`src/logic/oau_pkg.sv`:
```
package oau_pkg;
    // Register set geometry
    localparam int VIS_REGS = 32;
    localparam int BANKED_REGS = 12;
    localparam int PHYS_REGS = VIS_REGS + BANKED_REGS;
    localparam logic [5:0] ALT_BANK_BASE = 6'h20;
    localparam logic [4:0] ACC_REG = 5'h00;
    localparam logic [4:0] IX_BASE_REG = 5'h14;
    localparam logic [4:0] IX_LAST_REG = 5'h1b;
    localparam logic [1:0] RELZ_IX = 2'h3;
    localparam logic [15:0] IX_RESET = 16'h0000;
    localparam logic [15:0] PC_RESET = 16'h0000;
    localparam logic [15:0] WORD_STEP = 16'h0001;
    localparam logic [15:0] TWO_WORD_STEP = 16'h0002;

    // Opcode classes in bits 15:12
    localparam int F_OPC_LSB = 12;
    localparam int F_DST_LSB = 0;
    localparam int F_SRC_LSB = 5;
    localparam int F_IXS_LSB = 5;
    localparam int F_IXM_LSB = 7;
    localparam int F_LREG_LSB = 8;
    localparam int F_IMMIX_LSB = 8;
    localparam int F_JIX_LSB = 0;
    localparam int F_IMM_LSB = 0;
    localparam logic [3:0] OP_MV_RR = 4'h0;
    localparam logic [3:0] OP_MV_R_IX = 4'h1;
    localparam logic [3:0] OP_MV_IX_R = 4'h2;
    localparam logic [3:0] OP_MV_R_RA = 4'h3;
    localparam logic [3:0] OP_MV_RA_R = 4'h4;
    localparam logic [3:0] OP_MV_R_RZ = 4'h5;
    localparam logic [3:0] OP_MV_RZ_R = 4'h6;
    localparam logic [3:0] OP_MV_IMM_R = 4'h7;
    localparam logic [3:0] OP_MV_IMM_IX = 4'h8;
    localparam logic [3:0] OP_LONG_JUMP_ABS = 4'h9;
    localparam logic [3:0] OP_LONG_JUMP_IX = 4'ha;

    // Index modification modes
    localparam logic [1:0] IXM_PLAIN = 2'h0;
    localparam logic [1:0] IXM_POSTDEC = 2'h1;
    localparam logic [1:0] IXM_POSTINC = 2'h2;
    localparam logic [1:0] IXM_PREINC = 2'h3;

    typedef enum logic [8:0] {
        S_FETCH = 9'h001,
        S_ISSUE = 9'h002,
        S_DECODE = 9'h004,
        S_ISSUE2 = 9'h008,
        S_ABS = 9'h010,
        S_EXEC = 9'h020,
        S_ADDR = 9'h040,
        S_DATA = 9'h080,
        S_CAPT = 9'h100
    } state_e;

    // Visible register to physical slot, low twelve follow the bank select
    function automatic logic [5:0] phys_of(input logic [4:0] r, input logic alt);
        phys_of = (alt && (r < 5'(BANKED_REGS))) ? ALT_BANK_BASE + {1'b0, r} : {1'b0, r};
    endfunction
endpackage

```
`src/logic/rf_if.sv`:
```
`timescale 1ns/1ns
interface rf_if;
    logic bank_alt;
    logic [4:0] rd_addr;
    logic [7:0] rd_data;
    logic wr_en;
    logic [4:0] wr_addr;
    logic [7:0] wr_data;
    logic ix_wr_en;
    logic [1:0] ix_wr_sel;
    logic [15:0] ix_wr_val;
    logic [3:0][15:0] ix_val;
    logic [7:0] acc;
    modport core (output bank_alt, rd_addr, wr_en, wr_addr, wr_data, ix_wr_en, ix_wr_sel,
        ix_wr_val, input rd_data, ix_val, acc);
    modport regs (input bank_alt, rd_addr, wr_en, wr_addr, wr_data, ix_wr_en, ix_wr_sel,
        ix_wr_val, output rd_data, ix_val, acc);
endinterface

```
`src/logic/addr_calc.sv`:
```
`timescale 1ns/1ns
module addr_calc
    import oau_pkg::*;
(
    input wire logic [15:0] base,
    input wire logic [1:0] mode,
    input wire logic [7:0] offset,
    output logic [15:0] addr,
    output logic [15:0] next_ix,
    output logic upd
);
    // Sums wrap silently at the 16-bit boundary
    wire [15:0] inc = base + WORD_STEP;
    wire [15:0] dec = base - WORD_STEP;
    wire [15:0] rel = base + {8'h00, offset};

    // Pre-increment uses the bumped value, others the base plus offset
    assign addr = (mode == IXM_PREINC) ? inc : rel;
    assign next_ix = (mode == IXM_POSTDEC) ? dec : inc;
    assign upd = (mode != IXM_PLAIN);
endmodule

```
`src/logic/reg_bank.sv`:
```
`timescale 1ns/1ns
module reg_bank
    import oau_pkg::*;
(
    input wire logic clk,
    input wire logic srst,
    rf_if.regs rf
);
    logic [7:0] mem_q [0:PHYS_REGS-1];
    logic [15:0] idx_q [0:3];

    // Visible R20..R27 are the four index pairs, low byte first
    wire rd_is_ix = (rf.rd_addr >= IX_BASE_REG) && (rf.rd_addr <= IX_LAST_REG);
    wire wr_is_ix = (rf.wr_addr >= IX_BASE_REG) && (rf.wr_addr <= IX_LAST_REG);
    wire [4:0] rd_off = rf.rd_addr - IX_BASE_REG;
    wire [4:0] wr_off = rf.wr_addr - IX_BASE_REG;
    wire [15:0] rd_pair = idx_q[rd_off[2:1]];
    wire [5:0] rd_phys = phys_of(rf.rd_addr, rf.bank_alt);
    wire [5:0] wr_phys = phys_of(rf.wr_addr, rf.bank_alt);

    assign rf.rd_data = rd_is_ix ? (rd_off[0] ? rd_pair[15:8] : rd_pair[7:0]) : mem_q[rd_phys];
    assign rf.acc = mem_q[phys_of(ACC_REG, rf.bank_alt)];

    genvar gi;
    generate
        for (gi = 0; gi < 4; gi++) begin : g_ix
            assign rf.ix_val[gi] = idx_q[gi];
        end
    endgenerate

    // General storage carries no reset, software initialises it
    always_ff @(posedge clk) begin
        if (rf.wr_en && !wr_is_ix) begin
            mem_q[wr_phys] <= rf.wr_data;
        end
    end

    // Index pairs cleared by reset; address update wins over a byte write
    always_ff @(posedge clk) begin
        if (srst) begin
            for (int i = 0; i < 4; i++) begin
                idx_q[i] <= IX_RESET;
            end
        end else if (rf.ix_wr_en) begin
            idx_q[rf.ix_wr_sel] <= rf.ix_wr_val;
        end else if (rf.wr_en && wr_is_ix) begin
            if (wr_off[0]) begin
                idx_q[wr_off[2:1]][15:8] <= rf.wr_data;
            end else begin
                idx_q[wr_off[2:1]][7:0] <= rf.wr_data;
            end
        end
    end
endmodule

```
`src/logic/operand_addressing_unit.sv`:
```
`timescale 1ns/1ns
// Notes on behaviour
// - Program address and instruction buses are 16 bits, addressing 16-bit words.
// - Most instructions take one word; some fetch a second immediate word first.
// - Data address is 16-bit byte address; low byte multiplexed on data lines.
// - Data bus is one byte; operands are bytes.
// - Only flow instructions treat 16-bit addresses as program word addresses.
// - Full register field picks R0-R31 of 44; R0-R11 follow bank select.
// - Limited register field reaches R0-R15 only, 28 physical with banks.
// - Immediate is an 8-bit field in the opcode word.
// - Absolute operand is the 16-bit second word, a program address.
// - Indirect addressing uses four 16-bit index registers built from register pairs.
// - Index modes: unchanged, post-decrement, post-increment, pre-increment.
// - Reset clears every index register to zero.
// - Long jump may take its target word address from an index register.
// - Immediate-relative address is relative base index plus unsigned 8-bit immediate.
// - Register-relative address is chosen index plus unsigned active accumulator.
// - Relative modes exist only for moves; other opcodes are rejected.
// - A move transfers exactly one byte per execution.
// - Move can write an immediate byte to memory at an unmodified index.
// - Immediate-relative and immediate-load moves use the limited register field.
// - Other instructions use only register, immediate, indexed and absolute operand modes.
module operand_addressing_unit
    import oau_pkg::*;
(
    input wire logic clk,
    input wire logic srst,
    input wire logic bank_alt,
    output logic [15:0] pm_addr,
    output logic pm_rd,
    input wire logic [15:0] pm_data,
    output logic [7:0] dm_addr_hi,
    output logic [7:0] dm_ad_o,
    output logic dm_ad_oe,
    input wire logic [7:0] dm_ad_i,
    output logic dm_ale,
    output logic dm_rd,
    output logic dm_wr,
    output logic op_reject
);
    rf_if rf();

    state_e st_q, st_d;
    logic [15:0] pc_q, pc_d;
    logic [15:0] op_word_q;
    logic [15:0] abs_q;
    logic [4:0] dst_q;
    logic [7:0] wdata_q;
    logic [15:0] maddr_q;
    logic is_load_q;
    logic [15:0] pm_addr_q;
    logic pm_rd_q;
    logic [7:0] dm_addr_hi_q, dm_ad_o_q;
    logic dm_ad_oe_q, dm_ale_q, dm_rd_q, dm_wr_q, op_reject_q;

    // Field extraction from the latched opcode word
    wire [3:0] opc = op_word_q[F_OPC_LSB +: 4];
    wire [4:0] f_dst = op_word_q[F_DST_LSB +: 5];
    wire [4:0] f_src = op_word_q[F_SRC_LSB +: 5];
    wire [1:0] f_ixs = op_word_q[F_IXS_LSB +: 2];
    wire [1:0] f_ixm = op_word_q[F_IXM_LSB +: 2];
    wire [4:0] f_lreg = {1'b0, op_word_q[F_LREG_LSB +: 4]};
    wire [1:0] f_immix = op_word_q[F_IMMIX_LSB +: 2];
    wire [1:0] f_jix = op_word_q[F_JIX_LSB +: 2];
    wire [7:0] f_imm = op_word_q[F_IMM_LSB +: 8];

    // Opcode class decode
    wire op_rr = (opc == OP_MV_RR);
    wire op_r_ix = (opc == OP_MV_R_IX);
    wire op_ix_r = (opc == OP_MV_IX_R);
    wire op_r_ra = (opc == OP_MV_R_RA);
    wire op_ra_r = (opc == OP_MV_RA_R);
    wire op_r_rz = (opc == OP_MV_R_RZ);
    wire op_rz_r = (opc == OP_MV_RZ_R);
    wire op_imm_r = (opc == OP_MV_IMM_R);
    wire op_imm_ix = (opc == OP_MV_IMM_IX);
    wire op_jabs = (opc == OP_LONG_JUMP_ABS);
    wire op_jix = (opc == OP_LONG_JUMP_IX);
    wire op_ix = op_r_ix || op_ix_r;
    wire op_ra = op_r_ra || op_ra_r;
    wire op_rz = op_r_rz || op_rz_r;
    wire op_store = op_r_ix || op_r_ra || op_r_rz || op_imm_ix;
    wire op_load = op_ix_r || op_ra_r || op_rz_r;
    wire op_mem = op_store || op_load;
    // Relative modes are only reachable through move classes
    wire op_known = op_rr || op_mem || op_imm_r || op_jabs || op_jix;
    wire two_word = (pm_data[F_OPC_LSB +: 4] == OP_LONG_JUMP_ABS);

    // Index select and mode; relative forms never modify the index
    // Jump through index takes its pair from the low field, not the move field
    wire [1:0] ix_sel = op_rz ? RELZ_IX : (op_imm_ix ? f_immix : (op_jix ? f_jix : f_ixs));
    wire [1:0] ix_mode = op_ix ? f_ixm : IXM_PLAIN;
    wire [7:0] ix_off = op_ra ? rf.acc : (op_rz ? f_imm : 8'h00);
    wire [15:0] ix_base = rf.ix_val[ix_sel];
    wire [15:0] ea;
    wire [15:0] ix_next;
    wire ix_upd;

    addr_calc u_addr (
        .base(ix_base),
        .mode(ix_mode),
        .offset(ix_off),
        .addr(ea),
        .next_ix(ix_next),
        .upd(ix_upd)
    );

    reg_bank u_regs (
        .clk(clk),
        .srst(srst),
        .rf(rf)
    );

    // Register file port steering; full or limited field by opcode
    wire in_exec = (st_q == S_EXEC);
    wire in_capt = (st_q == S_CAPT);
    wire exec_wr = in_exec && (op_rr || op_imm_r);
    wire [4:0] exec_dst = op_rr ? f_dst : f_lreg;
    wire [4:0] load_dst = op_rz_r ? f_lreg : f_dst;
    assign rf.bank_alt = bank_alt;
    assign rf.rd_addr = op_rr ? f_src : (op_r_rz ? f_lreg : f_dst);
    assign rf.wr_en = exec_wr || in_capt;
    assign rf.wr_addr = in_capt ? dst_q : exec_dst;
    assign rf.wr_data = in_capt ? dm_ad_i : (op_rr ? rf.rd_data : f_imm);
    assign rf.ix_wr_en = in_exec && op_ix && ix_upd;
    assign rf.ix_wr_sel = ix_sel;
    assign rf.ix_wr_val = ix_next;

    // Jump target is a program word address, never a data address
    wire [15:0] jmp_tgt = op_jix ? ix_base : abs_q;
    wire [7:0] store_byte = op_imm_ix ? f_imm : rf.rd_data;

    // Sequencer next state; one-word ops skip the second fetch
    always_comb begin
        st_d = st_q;
        pc_d = pc_q;
        unique case (st_q)
            S_FETCH: begin
                st_d = S_ISSUE;
            end
            S_ISSUE: begin
                st_d = S_DECODE;
            end
            S_DECODE: begin
                st_d = two_word ? S_ISSUE2 : S_EXEC;
                pc_d = pc_q + (two_word ? TWO_WORD_STEP : WORD_STEP);
            end
            S_ISSUE2: begin
                st_d = S_ABS;
            end
            S_ABS: begin
                st_d = S_EXEC;
            end
            S_EXEC: begin
                st_d = op_mem ? S_ADDR : S_FETCH;
                if (op_jabs || op_jix) begin
                    pc_d = jmp_tgt;
                end
            end
            S_ADDR: begin
                st_d = S_DATA;
            end
            S_DATA: begin
                st_d = is_load_q ? S_CAPT : S_FETCH;
            end
            S_CAPT: begin
                st_d = S_FETCH;
            end
        endcase
    end

    // State, program counter and instruction latches
    always_ff @(posedge clk) begin
        if (srst) begin
            st_q <= S_FETCH;
            pc_q <= PC_RESET;
            op_word_q <= 16'h0000;
            abs_q <= 16'h0000;
        end else begin
            st_q <= st_d;
            pc_q <= pc_d;
            if (st_q == S_DECODE) begin
                op_word_q <= pm_data;
            end
            if (st_q == S_ABS) begin
                abs_q <= pm_data;
            end
        end
    end

    // Program memory strobe; word address goes out one cycle before data returns
    always_ff @(posedge clk) begin
        if (srst) begin
            pm_addr_q <= PC_RESET;
            pm_rd_q <= 1'b0;
        end else begin
            pm_rd_q <= (st_q == S_FETCH) || (st_q == S_DECODE && two_word);
            if (st_q == S_FETCH) begin
                pm_addr_q <= pc_q;
            end else if (st_q == S_DECODE && two_word) begin
                pm_addr_q <= pc_q + WORD_STEP;
            end
        end
    end

    // Operand latches for the data memory access
    always_ff @(posedge clk) begin
        if (srst) begin
            dst_q <= 5'h00;
            wdata_q <= 8'h00;
            maddr_q <= 16'h0000;
            is_load_q <= 1'b0;
        end else if (in_exec && op_mem) begin
            dst_q <= load_dst;
            wdata_q <= store_byte;
            maddr_q <= ea;
            is_load_q <= op_load;
        end
    end

    // Data bus: address phase multiplexes the low byte, then one byte strobe
    always_ff @(posedge clk) begin
        if (srst) begin
            dm_addr_hi_q <= 8'h00;
            dm_ad_o_q <= 8'h00;
            dm_ad_oe_q <= 1'b0;
            dm_ale_q <= 1'b0;
            dm_rd_q <= 1'b0;
            dm_wr_q <= 1'b0;
        end else begin
            dm_ale_q <= in_exec && op_mem;
            dm_rd_q <= (st_q == S_ADDR) && is_load_q;
            dm_wr_q <= (st_q == S_ADDR) && !is_load_q;
            dm_ad_oe_q <= (in_exec && op_mem) || (st_q == S_ADDR && !is_load_q);
            if (in_exec && op_mem) begin
                dm_addr_hi_q <= ea[15:8];
                dm_ad_o_q <= ea[7:0];
            end else if (st_q == S_ADDR) begin
                dm_ad_o_q <= wdata_q;
            end
        end
    end

    // Unknown classes are flagged and skipped; one-cycle pulse
    always_ff @(posedge clk) begin
        if (srst) begin
            op_reject_q <= 1'b0;
        end else begin
            op_reject_q <= in_exec && !op_known;
        end
    end

    assign pm_addr = pm_addr_q;
    assign pm_rd = pm_rd_q;
    assign dm_addr_hi = dm_addr_hi_q;
    assign dm_ad_o = dm_ad_o_q;
    assign dm_ad_oe = dm_ad_oe_q;
    assign dm_ale = dm_ale_q;
    assign dm_rd = dm_rd_q;
    assign dm_wr = dm_wr_q;
    assign op_reject = op_reject_q;

    // Checks on the addressing behaviour
    a_ix_reset: assert property (@(posedge clk) srst |=> rf.ix_val == '0)
        else $error("index registers not cleared by reset");

    a_second_word: assert property (@(posedge clk) disable iff (srst)
        (st_q == S_DECODE && two_word) |=> pm_rd && pm_addr == $past(pm_addr) + WORD_STEP)
        else $error("second program word not fetched at next word address");

    a_mux_phase: assert property (@(posedge clk) disable iff (srst)
        dm_ale |-> dm_ad_oe ##1 (!dm_ale && (dm_rd ^ dm_wr) && $stable(dm_addr_hi)))
        else $error("address phase not followed by a single strobe");

    a_one_byte: assert property (@(posedge clk) disable iff (srst)
        (dm_rd || dm_wr) |=> !dm_rd && !dm_wr && !dm_ale)
        else $error("more than one byte moved");

    a_relz_sum: assert property (@(posedge clk) disable iff (srst)
        (in_exec && op_rz) |=> {dm_addr_hi, dm_ad_o} == $past(rf.ix_val[RELZ_IX] + {8'h00, f_imm}))
        else $error("immediate-relative address wrong");

    a_rela_sum: assert property (@(posedge clk) disable iff (srst)
        (in_exec && op_ra) |=> {dm_addr_hi, dm_ad_o} == $past(ix_base + {8'h00, rf.acc}))
        else $error("register-relative address wrong");

    a_post_inc: assert property (@(posedge clk) disable iff (srst)
        (in_exec && op_ix && f_ixm == IXM_POSTINC) |=>
        {dm_addr_hi, dm_ad_o} == $past(ix_base) &&
        rf.ix_val[$past(ix_sel)] == $past(ix_base) + 16'h0001)
        else $error("post-increment address or update wrong");

    a_post_dec: assert property (@(posedge clk) disable iff (srst)
        (in_exec && op_ix && f_ixm == IXM_POSTDEC) |=>
        {dm_addr_hi, dm_ad_o} == $past(ix_base) &&
        rf.ix_val[$past(ix_sel)] == $past(ix_base) - 16'h0001)
        else $error("post-decrement address or update wrong");

    a_plain_keep: assert property (@(posedge clk) disable iff (srst)
        (in_exec && (op_imm_ix || (op_ix && f_ixm == IXM_PLAIN))) |=> rf.ix_val == $past(rf.ix_val))
        else $error("unmodified index form changed an index");

    a_imm_store: assert property (@(posedge clk) disable iff (srst)
        (in_exec && op_imm_ix) |=> ##1 (dm_wr && dm_ad_o == $past(f_imm, 2)))
        else $error("immediate byte not written to memory");

    a_pre_inc: assert property (@(posedge clk) disable iff (srst)
        (in_exec && op_ix && f_ixm == IXM_PREINC) |=>
        {dm_addr_hi, dm_ad_o} == $past(ix_base) + 16'h0001)
        else $error("pre-increment address wrong");

    a_jump_ix: assert property (@(posedge clk) disable iff (srst)
        (in_exec && op_jix) |-> ##2 pm_rd && pm_addr == $past(ix_base, 2))
        else $error("long jump through index went elsewhere");

    a_reject_op: assert property (@(posedge clk) disable iff (srst)
        (in_exec && !op_known) |=> op_reject && !dm_ale)
        else $error("unknown opcode not rejected");

    a_jump_abs: assert property (@(posedge clk) disable iff (srst)
        (in_exec && op_jabs) |-> ##2 (pm_rd && pm_addr == $past(abs_q, 2)))
        else $error("long jump to absolute word went elsewhere");

    a_pm_pulse: assert property (@(posedge clk) disable iff (srst)
        pm_rd |=> !pm_rd)
        else $error("program read strobe longer than one cycle");

    a_two_word_pc: assert property (@(posedge clk) disable iff (srst)
        (st_q == S_DECODE && two_word) |=> pc_q == $past(pc_q) + 16'h0002)
        else $error("two-word instruction did not skip its operand word");

    a_load_capt: assert property (@(posedge clk) disable iff (srst)
        in_capt |-> (!dm_ad_oe && !dm_ale && $past(dm_rd)))
        else $error("read byte captured outside the released bus cycle");

    a_lreg_imm: assert property (@(posedge clk) disable iff (srst)
        (in_exec && op_imm_r) |-> (rf.wr_en && rf.wr_addr < 5'h10))
        else $error("immediate load reached past the limited range");

    a_store_oe: assert property (@(posedge clk) disable iff (srst)
        dm_wr |-> (dm_ad_oe && !dm_ale))
        else $error("write strobe without data driven on the bus");

    c_load_rel: cover property (@(posedge clk) disable iff (srst) in_exec && op_rz_r);
    c_store_imm: cover property (@(posedge clk) disable iff (srst) in_exec && op_imm_ix);
    c_jump_abs: cover property (@(posedge clk) disable iff (srst) in_exec && op_jabs);
    c_reject: cover property (@(posedge clk) disable iff (srst) op_reject);
    c_post_dec: cover property (@(posedge clk) disable iff (srst)
        in_exec && op_ix && f_ixm == IXM_POSTDEC);
endmodule

```
`config.mk`:
```
export PLATFORM = sky130hd
export DESIGN_NAME = operand_addressing_unit
export DESIGN_NICKNAME = d
export VERILOG_FILES = /design/src/logic/oau_pkg.sv /design/src/logic/rf_if.sv /design/src/logic/addr_calc.sv /design/src/logic/reg_bank.sv /design/src/logic/operand_addressing_unit.sv
export SDC_FILE = /design/constraint.sdc
export NUM_CORES = 1
export LEC_CHECK = 0
export BUFFER_PORTS_ARGS = -buffer_cell sky130_fd_sc_hd__buf_4
export CAP_MARGIN = 5
export CORE_MARGIN = 1
export CORE_UTILIZATION = 53
export CTS_CLUSTER_DIAMETER = 40
export DETAILED_ROUTE_END_ITERATION = 8
export PLACE_DENSITY = 0.76
export SYNTH_ARGS = -nofsm -noshare
export SYNTH_HDL_FRONTEND = slang
export SYNTH_SLANG_ARGS = --single-unit
export TNS_END_PERCENT = 1
```
`constraint.sdc`:
```
create_clock -name clk -period 4.4 [get_ports clk]
set_input_delay 0.88 -clock clk [delete_from_list [all_inputs] [get_ports clk]]
set_output_delay 0.88 -clock clk [all_outputs]
set_load 0.02 [all_outputs]
```
# Word-level counts from Yosys, hierarchy flattened
# Memory sizes are Yosys's and may differ from the RTL's.
# Index checks and enable logic that the tools add are counted.
dict set report totals {
  register_bits 109
  ram_bits 416
  out_inout_bits 38
  memories 2
}
dict set report classes {
  n_addsub 9
  n_lt_le_gt_ge 7
  n_eq_ne 23
  muxes 58
  n_reduce_logical 43
}
# name depth width rd rd_ports_with_merged_regs wr line_no
set memory_table {}
lappend memory_table {u_regs.mem_q 44 8 2 0 1 reg_bank.sv:9} ;# logic [7:0] mem_q [0:PHYS_REGS-1];
lappend memory_table {u_regs.idx_q 4 16 5 0 4 reg_bank.sv:10} ;# logic [15:0] idx_q [0:3];
# operator count
set op_table {}
lappend op_table {{two-way mux 16 bit} 9}
lappend op_table {{case mux 9 bit (9 select lines)} 1}
lappend op_table {{two-way mux 8 bit} 9}
lappend op_table {{adder 16 x 1 -> 16 bit, second input constant} 2}
lappend op_table {{binary-select mux 16 bit (select 2 bit)} 1}
lappend op_table {{case mux 16 bit (2 select lines)} 1}
lappend op_table {{OR reduction 16 bit} 2}
lappend op_table {{two-way mux 5 bit} 5}
lappend op_table {{two-way mux 6 bit} 4}
lappend op_table {{logical OR 1 bit} 18}
lappend op_table {{two-way mux 1 bit} 18}
lappend op_table {{adder 16 x 2 -> 16 bit} 1}
lappend op_table {{adder 16 x 8 -> 16 bit} 1}
lappend op_table {{equality test 4 x 3 -> 1 bit, second input constant} 4}
lappend op_table {{equality test 4 bit, second input constant} 4}
lappend op_table {{two-way mux 2 bit} 8}
lappend op_table {{subtractor 16 x 1 -> 16 bit, second input constant} 1}
lappend op_table {{logical AND 1 bit} 14}
lappend op_table {{adder 6 x 5 -> 6 bit, first input constant} 2}
lappend op_table {{greater-or-equal comparator 5 bit, second input constant} 2}
lappend op_table {{less-or-equal comparator 5 bit, second input constant} 2}
lappend op_table {{< comparator 5 x 4 -> 1 bit, second input constant} 2}
lappend op_table {{equality test 9 x 1 -> 1 bit, second input constant} 1}
lappend op_table {{equality test 9 x 2 -> 1 bit, second input constant} 1}
lappend op_table {{20 further kinds} 27}

# Longest topological paths before layout
# Gate-level depths: netlist (run 1).
dict set report logic_depth {
  ltp_word 12
  mapped_depth 24
  ltp_nobuf 19
}

# Cells and area by module
# From an unflattened synthesis (run 1), not the netlist that was laid out.
dict set report hier_totals {
  hier_cells 1803
  hier_area_um2 23635.2
}
# mod instances cells_per_inst area_each_um2 seq_area_each_um2
set by_module_without_submodules {}
lappend by_module_without_submodules {reg_bank 1 847 16190.5 11771.3}
lappend by_module_without_submodules {operand_addressing_unit 1 798 6341.1 2182.1}
lappend by_module_without_submodules {addr_calc 1 158 1103.6 0.0}

# Worst setup path before layout (run 1)
# No wires, ideal clock.
dict set report synth_path {
  path_type {register -> register}
  from {register op_word_q[12]}
  to {register dm_addr_hi_q[4], in the netlist dm_addr_hi[4]}
  setup_ns 0.086
  arrival_time_ns 4.538
  t_required_ns 4.314
  setup_slack_ns -0.223
  stages_incl_launch_ff 25
  n_path_buf 5
  synth_period_minus_slack_ns 4.623
  cell_sequence {dfxtp_1 buf_6 buf_2 xor2_1 a32o_1 nor2_4 buf_6 buf_4 clkbuf_1 mux2i_1 nand2_1 nand2_1 inv_1 ha_1 fa_1 a21o_1 a21oi_1 o21bai_1 a21oi_1 nor2b_1 o21ai_0 a21oi_1 and2b_1 xnor2_1 a211oi_1}
}
dict set report synth_between {
  elab_chain_len 8
  elab_cells_between_ends 30
}
# item line_no
set synth_lines {}
lappend synth_lines {{start, declared} operand_addressing_unit.sv:45} ;# logic [15:0] op_word_q;
lappend synth_lines {{start signal, assigned} operand_addressing_unit.sv:183} ;# op_word_q <= pm_data;
lappend synth_lines {{equality test 4 bit} operand_addressing_unit.sv:78} ;# wire op_jix = (opc == OP_LONG_JUMP_IX);
lappend synth_lines {{two-way mux 2 bit (3 in series)} operand_addressing_unit.sv:91} ;# wire [1:0] ix_sel = op_rz ? RELZ_IX : (op_imm_ix ? f_immix : (op_jix ? f_jix : f_ixs));
lappend synth_lines {{binary-select mux 16 bit (select 2 bit)} operand_addressing_unit.sv:94} ;# wire [15:0] ix_base = rf.ix_val[ix_sel];
lappend synth_lines {{two-way mux 16 bit (implied by the code)} operand_addressing_unit.sv:94}
lappend synth_lines {{adder 16 x 8 -> 16 bit / adder 16 x 1 -> 16 bit (equally long branches)} {addr_calc.sv:15, addr_calc.sv:13}}
lappend synth_lines {{two-way mux 16 bit} addr_calc.sv:18} ;# assign addr = (mode == IXM_PREINC) ? inc : rel;
lappend synth_lines {{end signal, assigned} operand_addressing_unit.sv:236} ;# dm_addr_hi_q <= ea[15:8];
lappend synth_lines {{end, declared} operand_addressing_unit.sv:53} ;# logic [7:0] dm_addr_hi_q, dm_ad_o_q;
# Several ways; a longest one is shown, not always the timed one. The select of a mux whose other input is x is not followed.
# A chain may end at the register's enable or synchronous reset.

==> results of run 1 <==
area by class of cell:
type                       count  area (µm²)  share of cell area
sequential                   493       13720              0.4826
timing repair buffer         216        1772             0.06231
multi-input combinational   1404        9791              0.3443
tap                          592       740.7             0.02605
clock inverter                44       483.0             0.01699
inverter                      35       131.4            0.004621
clock buffer                  76        1793             0.06306
synthesized netlist by cell type (all sizes together), types with 14 or more instances:
cell and n:
a311oi 14, dfxtp 109, nor4 16, nor3 25
nor2b 14, o22ai 17, nand2b 16, nand4 20
nor2 207, clkbuf 68, a22oi 21, nand3 89
nand2 236, xor2 17, edfxtp 384, xnor2 31
inv 35, mux2i 126, mux4 58, buf 60
and3 29, a211oi 67, o21ai 86, a21oi 84
metrics by stage:
step / power [µW] / TNS (ns) / setup WS (ns) / instance area (µm²) / std cells
floorplan: 5874 / 0 / 0.007543 / 24190 / 2060
global placement: 6274 / 0 / 0.04966 / 26100 / 2740
detailed placement: 6298 / -0.02406 / -0.02406 / 26100 / 2740
CTS: 11670 / 0 / 0.001300 / 28370 / 2860
global route: 11910 / -0.09871 / -0.05093 / 28430 / 2860
finish: 11630 / 0 / 0.1693 / 28430 / 2860
critical path, cell delays in order (launching register included):
cell,delay (ns)
dfxtp_2,0.42
buf_4,0.23
or4bb_1,0.53
a32o_1,0.31
nand2_1,0.40
buf_4,0.25
nor2_1,0.05
buf_4,0.21
a22o_1,0.25
o21ai_0,0.31
o2111a_1,0.30
buf_4,0.13
o41ai_2,0.13
a21oi_1,0.34
nor2_1,0.10
power groups by stage:
| stage | clock [µW] | sequential [µW] | combinational [µW] |
|---|---|---|---|
| floorplan | 0 | 5350 | 525 |
| CTS | 5460 | 5250 | 956 |
| global placement | 0 | 5340 | 931 |
| detailed placement | 0 | 5350 | 949 |
| global route | 5640 | 5260 | 1020 |
| finish | 5410 | 5250 | 973 |
logic make-up after synthesis:
logic type | Yosys count | synth area share
AND/OR/NAND/NOR | 722 | 0.1437
flip-flops | 493 | 0.5700
XOR/XNOR | 48 | 0.01747
other | 1 | 0.0001559
AO/OA/AOI/OAI | 391 | 0.1119
adder cells (fa/ha/maj) | 15 | 0.008425
multiplexers | 196 | 0.1134
buffers and inverters | 163 | 0.03490
what timing repair did:
| item | in CTS | in global routing |
|---|---|---|
| endpoints found under the setup margin | 1 | 170 |
| hold buffers | 0 | 0 |
| gates resized for setup | 1 | 11 |
| pin swaps | 0 | 3 |
flip-flops by register name, indices dropped and copies added (netlist names), 9 cells and up:
name          flops
st_q              9
abs_q            16
op_word_q        16
pc_q             16
u_regs.idx_q     64
pm_addr          16
u_regs.mem_q    320
routing by layer:
| layer | wire length [µm] | vias to the layer above | share of wire |
|---|---|---|---|
| li1 | - | 8048 | - |
| met1 | 28060 | 8960 | 0.38 |
| met2 | 35090 | 1094 | 0.48 |
| met3 | 6760 | 235 | 0.092 |
| met4 | 3939 | 0 | 0.053 |
| met5 | 0 | - | 0 |
path summary, 6_finish.rpt:
kind	startpoint	endpoint
max	op_word_q[14]	u_regs.idx_q[0][13]
min	dst_q[4]	dst_q[4]
min reg2reg	dst_q[4]	dst_q[4]
max reg2reg	op_word_q[14]	u_regs.idx_q[0][13]
==> metrics.md, run 1 <==
| Metric | Value |
|---|---|
| Area share of the largest cell type after synthesis | 0.4793 |
| Filler cells | 3370 |
| Max Cap Viol | 0 |
| Main flop type after synthesis | edfxtp_1 |
| First-pass GRT wire length | 110.5 mm |
| Initial Utilization | 0.5405 |
| Distinct cells, synth | 108 |
| Site Rows | 77 |
| Die area | 46250 µm² |
| Period Utilization, post-route | 0.9615 |
| Critical Path Source Type | flip-flop |
| Setup crit end kind | flip-flop |
| Clk_skew | 0.02481 ns |
| Setup-failing EPs final | 0 |
| Fraction of layout instances using a drive strength above 1 | 0.2028 |
| Vias | 18337 |
| # Post-CTS Setup Buffers | 0 |
| Clock Tree Buf Depth | 3 |
| Num CTS Buffers | 67 |
| Comb power frac | 0.084 |
| Status | complete, no violations |
| Syn_area_per_cell | 11.86 µm² |
| Synthesized netlist cell count | 2029 |
| Seq pwr share | 0.452 |
| Met3 Use GR | 0.06369 |
| Nets | 2259 |
| Area grow syn2layout | 18.18% |
| Initial antenna violation count | 0 |
| Root Driver | clkbuf_16 |
| Pwr dens | 409.1 nW/µm² |
| Busiest layer in global routing | met2 |
| Post-layout util | 0.6388 |
| Routing usage on met1 | 0.4072 |
| GRT Util Overall | 0.3202 |
| Commonest non-fill, non-tap cells in the layout | edfxtp_1, nand2_1, buf_4, nor2_1, mux2i_1 |
| Routability cong. | 1.002 |
| Port bufs | 64 |
| Yosys top cell by area | edfxtp_1 |
| Top post-synthesis cells by area | edfxtp_1, dfxtp_1, mux2i_1 |
| Data arrival time of the worst path | 4.56 ns |
| Post-synthesis register bit count | 493 |
| Antenna cells | 0 |
| P_sw | 2842 µW |
| Number of H-tree levels | 3 |
| Hold Path Class | reg -> reg |
| Max IR drop VDD | 0.3788 mV |
| RSZ-0062 raised after global routing | true |
| Critical path class | reg -> reg |
| Internal | 8790 µW |
| Yosys warnings | 0 |
| Clock transition at path regs | 0.05 ns |
| Die extent in y | 215.1 µm |
| Tightest Pin Transition | 1.244 ns |
| Final antenna-violating net count | 0 |
| R2R Setup Slk | 0.17 ns |
| DIE WIDTH | 215.1 µm |
| Required @ worst endpoint | 4.73 ns |
| Commonest non-fill, non-tap cell in the layout | edfxtp_1 |
| R2R cell count | 14 |
| WHS | 0.4555 ns |
| Routed wire length | 73.86 mm |
| Aggregate global routing overflow | 0 |
| Final Hold Viols | 0 |
| Vias in the first global route | 17800 |
| Clk Latency, worst-skew pair | 0.61 ns |
| Sw frac | 0.2444 |
| 1st-iter DRT viols | 2053 |
| P_leak | 0.01056 µW |
| Max Slew Vio Count | 0 |
| Post-DP HPWL | 52.11 mm |
| Mapped cell area | 24060 µm² |
| Async set-reset flop share out of synthesis | 0 |
| Clock share of power | 0.465 |
| Hold depth | 2 |
| Rel. slew slack | 0.1689 |
| Vias/cell | 6.412 |
| Worst-path fanout max | 16 |
| WL per Instance | 25.82 µm |
| Drt first pass iters | 8 |
| Min Tclk post-route | 4.231 ns |
| Sequential fraction of the synthesis area | 0.5700 |
| Sink Count | 493 |
| DRC | 0 |
| CTS tree | built |
| FMAX | 236.4 MHz |
| GRT met2 Usage | 0.5241 |
| IO Count | 65 |
| Core area | 44510 µm² |
| Post-synth EDFFs | 384 |
| Largest net degree at the start of global routing | 89 |
Note: power is estimated with default switching activity, not from simulation.
==> run 2: changes to the inputs <==
--- a/config.mk
+++ b/config.mk
@@ -7,11 +7,11 @@
 export LEC_CHECK = 0
 export BUFFER_PORTS_ARGS = -buffer_cell sky130_fd_sc_hd__buf_4
 export CAP_MARGIN = 5
-export CORE_MARGIN = 1
+export CORE_MARGIN = 5
 export CORE_UTILIZATION = 53
 export CTS_CLUSTER_DIAMETER = 40
 export DETAILED_ROUTE_END_ITERATION = 8
-export PLACE_DENSITY = 0.76
+export PLACE_DENSITY = 0.73
 export SYNTH_ARGS = -nofsm -noshare
 export SYNTH_HDL_FRONTEND = slang
 export SYNTH_SLANG_ARGS = --single-unit
==> constraint.sdc (replaced) <==
create_clock -name clk -period 4 [get_ports clk]
set_input_delay 0.8 -clock clk [delete_from_list [all_inputs] [get_ports clk]]
set_output_delay 0.8 -clock clk [all_outputs]
set_load 0.02 [all_outputs]
==> run 2 against run 1 <==
  * Count of clock-buffer cells in the layout rose by 4
  * Utilization is 1.6 points higher
  * Combinational power is 20% higher
  * Maximum frequency grew 5.9%
  * Sequential share of layout area down 1.9 points
  * Final cell count up 3.9%
  * Sequential cell count did not move
  * First-iteration DRC count is 3.8% higher
  * Sequential power rose by 9.9%
  * Highest routed layer unchanged
  * Non-clock buffer count rose by 93
==> metrics.md, run 2 (same netlist as run 1, synthesis figures left out) <==
| Metric | Value |
|---|---|
| DRC | 0 (unchanged) |
| Setup WS post-layout | 0.006132 ns (was 0.1693 ns) |
| Pwr dens | 447.2 nW/µm² (was 409.1 nW/µm²) |
| Sum of buffers and inverters on the critical path | 5 (was 4) |
| Initial antenna violation count | 0 (unchanged) |
| Data arrival time of the worst path | 4.44 ns (was 4.56 ns) |
| Post-route cell area | 29590 µm² (was 28430 µm²) |
| Status | complete, no violations (unchanged) |
| Number of flip-flops in the largest register | 320 (unchanged) |
| Cells after DPL | 2837 (was 2740) |
| CTS Hold Buffers Added | 0 (unchanged) |
| Die area | 49750 µm² (was 46250 µm²) |
| Vias in the first global route | 18313 (was 17800) |
| Cell family with most CP delay | simple AND/OR/NAND/NOR gates (was compound AO/OA/AOI/OAI gates) |
| Slowest-stage cell, CP | nor3_4 (was or4bb_1) |
| Routability cong. | 0.9913 (was 1.002) |
| Max IR drop VDD | 0.5309 mV (was 0.3788 mV) |
| Max Cap Viol | 0 (unchanged) |
| Filler cells | 3344 (was 3370) |
| Antenna cells | 0 (unchanged) |
| First-pass GRT wire length | 113.3 mm (was 110.5 mm) |
| Area after DPL | 26920 µm² (was 26100 µm²) |
| Cell mode on critical path | buf_4 (unchanged) |
| Clock Tree Buf Depth | 3 (unchanged) |
| Num CTS Buffers | 71 (was 67) |
| Critical Path Source Type | flip-flop (unchanged) |
| Biggest register | u_regs.mem_q (unchanged) |
| Tightest Pin Transition | 1.046 ns (was 1.244 ns) |
| Drt first pass iters | 5 (was 8) |
| Max incr delay on CP | 0.54 ns (was 0.53 ns) |
| WL per Instance | 25.25 µm (was 25.82 µm) |
| Number of H-tree levels | 3 (unchanged) |
| TNS Setup | 0 ns (unchanged) |
| Clk_skew | 0.02662 ns (was 0.02481 ns) |
| Worst-path cell chain | buf_12 -> buf_4 -> nor4_4 -> a311oi_2 -> nor3_4 -> buf_4 -> buf_4 -> mux2i_1 -> o221ai_1 -> and4bb_2 -> o21ai_4 -> a22oi_1 -> buf_4 -> nor2_1 (was buf_4 -> or4bb_1 -> a32o_1 -> nand2_1 -> buf_4 -> nor2_1 -> buf_4 -> a22o_1 -> o21ai_0 -> o2111a_1 -> buf_4 -> o41ai_2 -> a21oi_1 -> nor2_1) |
| Hold Path Class | in -> reg (was reg -> reg) |
| Top flop regs | u_regs.mem_q (320), u_regs.idx_q (64) (unchanged) |
| Clk Latency, worst-skew pair | 0.61 ns (about the same) |
| Worst-path fanout max | 28 (was 16) |
| DIE WIDTH | 223.1 µm (was 215.1 µm) |
| CTS tree | built (unchanged) |
| Critical path class | reg -> reg (unchanged) |
| Setup crit end kind | flip-flop (unchanged) |
| FMAX | 250.4 MHz (was 236.4 MHz) |
| Post-DP HPWL | 53.54 mm (was 52.11 mm) |
| Period Utilization, post-route | 0.9985 (was 0.9615) |
| Rel. slew slack | 0.3009 (was 0.1689) |
| Initial Utilization | 0.5324 (was 0.5405) |
| Clock transition at path regs | 0.06 ns (was 0.05 ns) |
| Commonest non-fill, non-tap cell in the layout | edfxtp_1 (unchanged) |
| Routed wire length | 75.02 mm (was 73.86 mm) |
| Post-layout util | 0.6549 (was 0.6388) |
| Root Driver | clkbuf_16 (unchanged) |
| Sink Count | 493 (unchanged) |
| RSZ-0062 raised after global routing | true (unchanged) |
| Core area | 45190 µm² (was 44510 µm²) |
| Final Hold Viols | 0 (unchanged) |
| IO Count | 65 (unchanged) |
| GRT Util Overall | 0.2971 (was 0.3202) |
| Setup-failing EPs final | 0 (unchanged) |
| Setup Slack @ Placement | -0.1286 ns (was -0.02406 ns) |
| Site Rows | 78 (was 77) |
| Nets | 2356 (was 2259) |
| Required @ worst endpoint | 4.44 ns (was 4.73 ns) |
| P_leak | 0.01118 µW (was 0.01056 µW) |
| Largest net degree at the start of global routing | 61 (was 89) |
| Commonest non-fill, non-tap cells in the layout | edfxtp_1, buf_4, nand2_1, nor2_1, mux2i_1 (was edfxtp_1, nand2_1, buf_4, nor2_1, mux2i_1) |
| Fraction of layout instances using a drive strength above 1 | 0.2518 (was 0.2028) |
| Max Slew Vio Count | 0 (unchanged) |
| 1st-iter DRT viols | 2132 (was 2053) |
| Final antenna-violating net count | 0 (unchanged) |
| Aggregate global routing overflow | 0 (unchanged) |
| Die extent in y | 223.1 µm (was 215.1 µm) |
| Port bufs | 64 (unchanged) |
| Area grow syn2layout | 23.00% (was 18.18%) |
| Vias/cell | 6.255 (was 6.412) |
| Vias | 18584 (was 18337) |
| Min Tclk post-route | 3.994 ns (was 4.231 ns) |
| Layout Cells excl Fill | 2971 (was 2860) |
## run 2: what timing repair did
action                                  in CTS  in global routing
cloned                                       0                  1
resized for setup                           16                 33
endpoints found under the setup margin      95                280
pin swaps                                    0                  8
buffers inserted                             0                  3
hold endpoints to repair                     0                  0
## run 2: cell type report
cell class,instances,area (µm²),area share
Inverter,35,131.4,0.004440
Multi-Input combinational cell,1404,9940,0.3359
Tap cell,600,750.7,0.02537
Timing Repair Buffer,309,2636,0.08909
Clock buffer,80,1874,0.06334
Sequential cell,493,13720,0.4636
Clock inverter,50,540.5,0.01827
## run 2: power breakdown
group	switching (µW)	internal [µW]
clock	2440	3850
sequential	46.4	5730
combinational	717	457
total	3200	10000
## run 2: worst min-delay path, stage by stage
cell and delay, ns:
buf_4 0.09, mux2i_1 0.05, nor2_1 0.07
## run 2: per-layer routing
layer	global-route usage	vias up	part of all wire
li1	-	8253	-
met1	0.3797	9136	0.38
met2	0.4927	955	0.48
met3	0.05842	240	0.083
met4	0.1362	0	0.055
met5	0	-	0
## run 2: final timing paths
check                                    from            endpoint  slack (ns)  cells after the start
worst min register to register       dst_q[4]            dst_q[4]        0.45                      2
worst min-delay path               pm_data[0]            abs_q[0]        0.45                      3
worst max-delay path            op_word_q[14]  u_regs.idx_q[0][8]       0.006                     14
worst max register to register  op_word_q[14]  u_regs.idx_q[0][8]       0.006                     14
## run 2: stage by stage
step | hold slack [ns] | power (µW)
2_1_floorplan | 0.4321 | 6463
3_3_place_gp | 0.4415 | 6979
3_5_place_dp | 0.4478 | 7008
4_1_cts | 0.4309 | 13260
5_1_grt | 0.4476 | 13630
6_report | 0.4476 | 13230
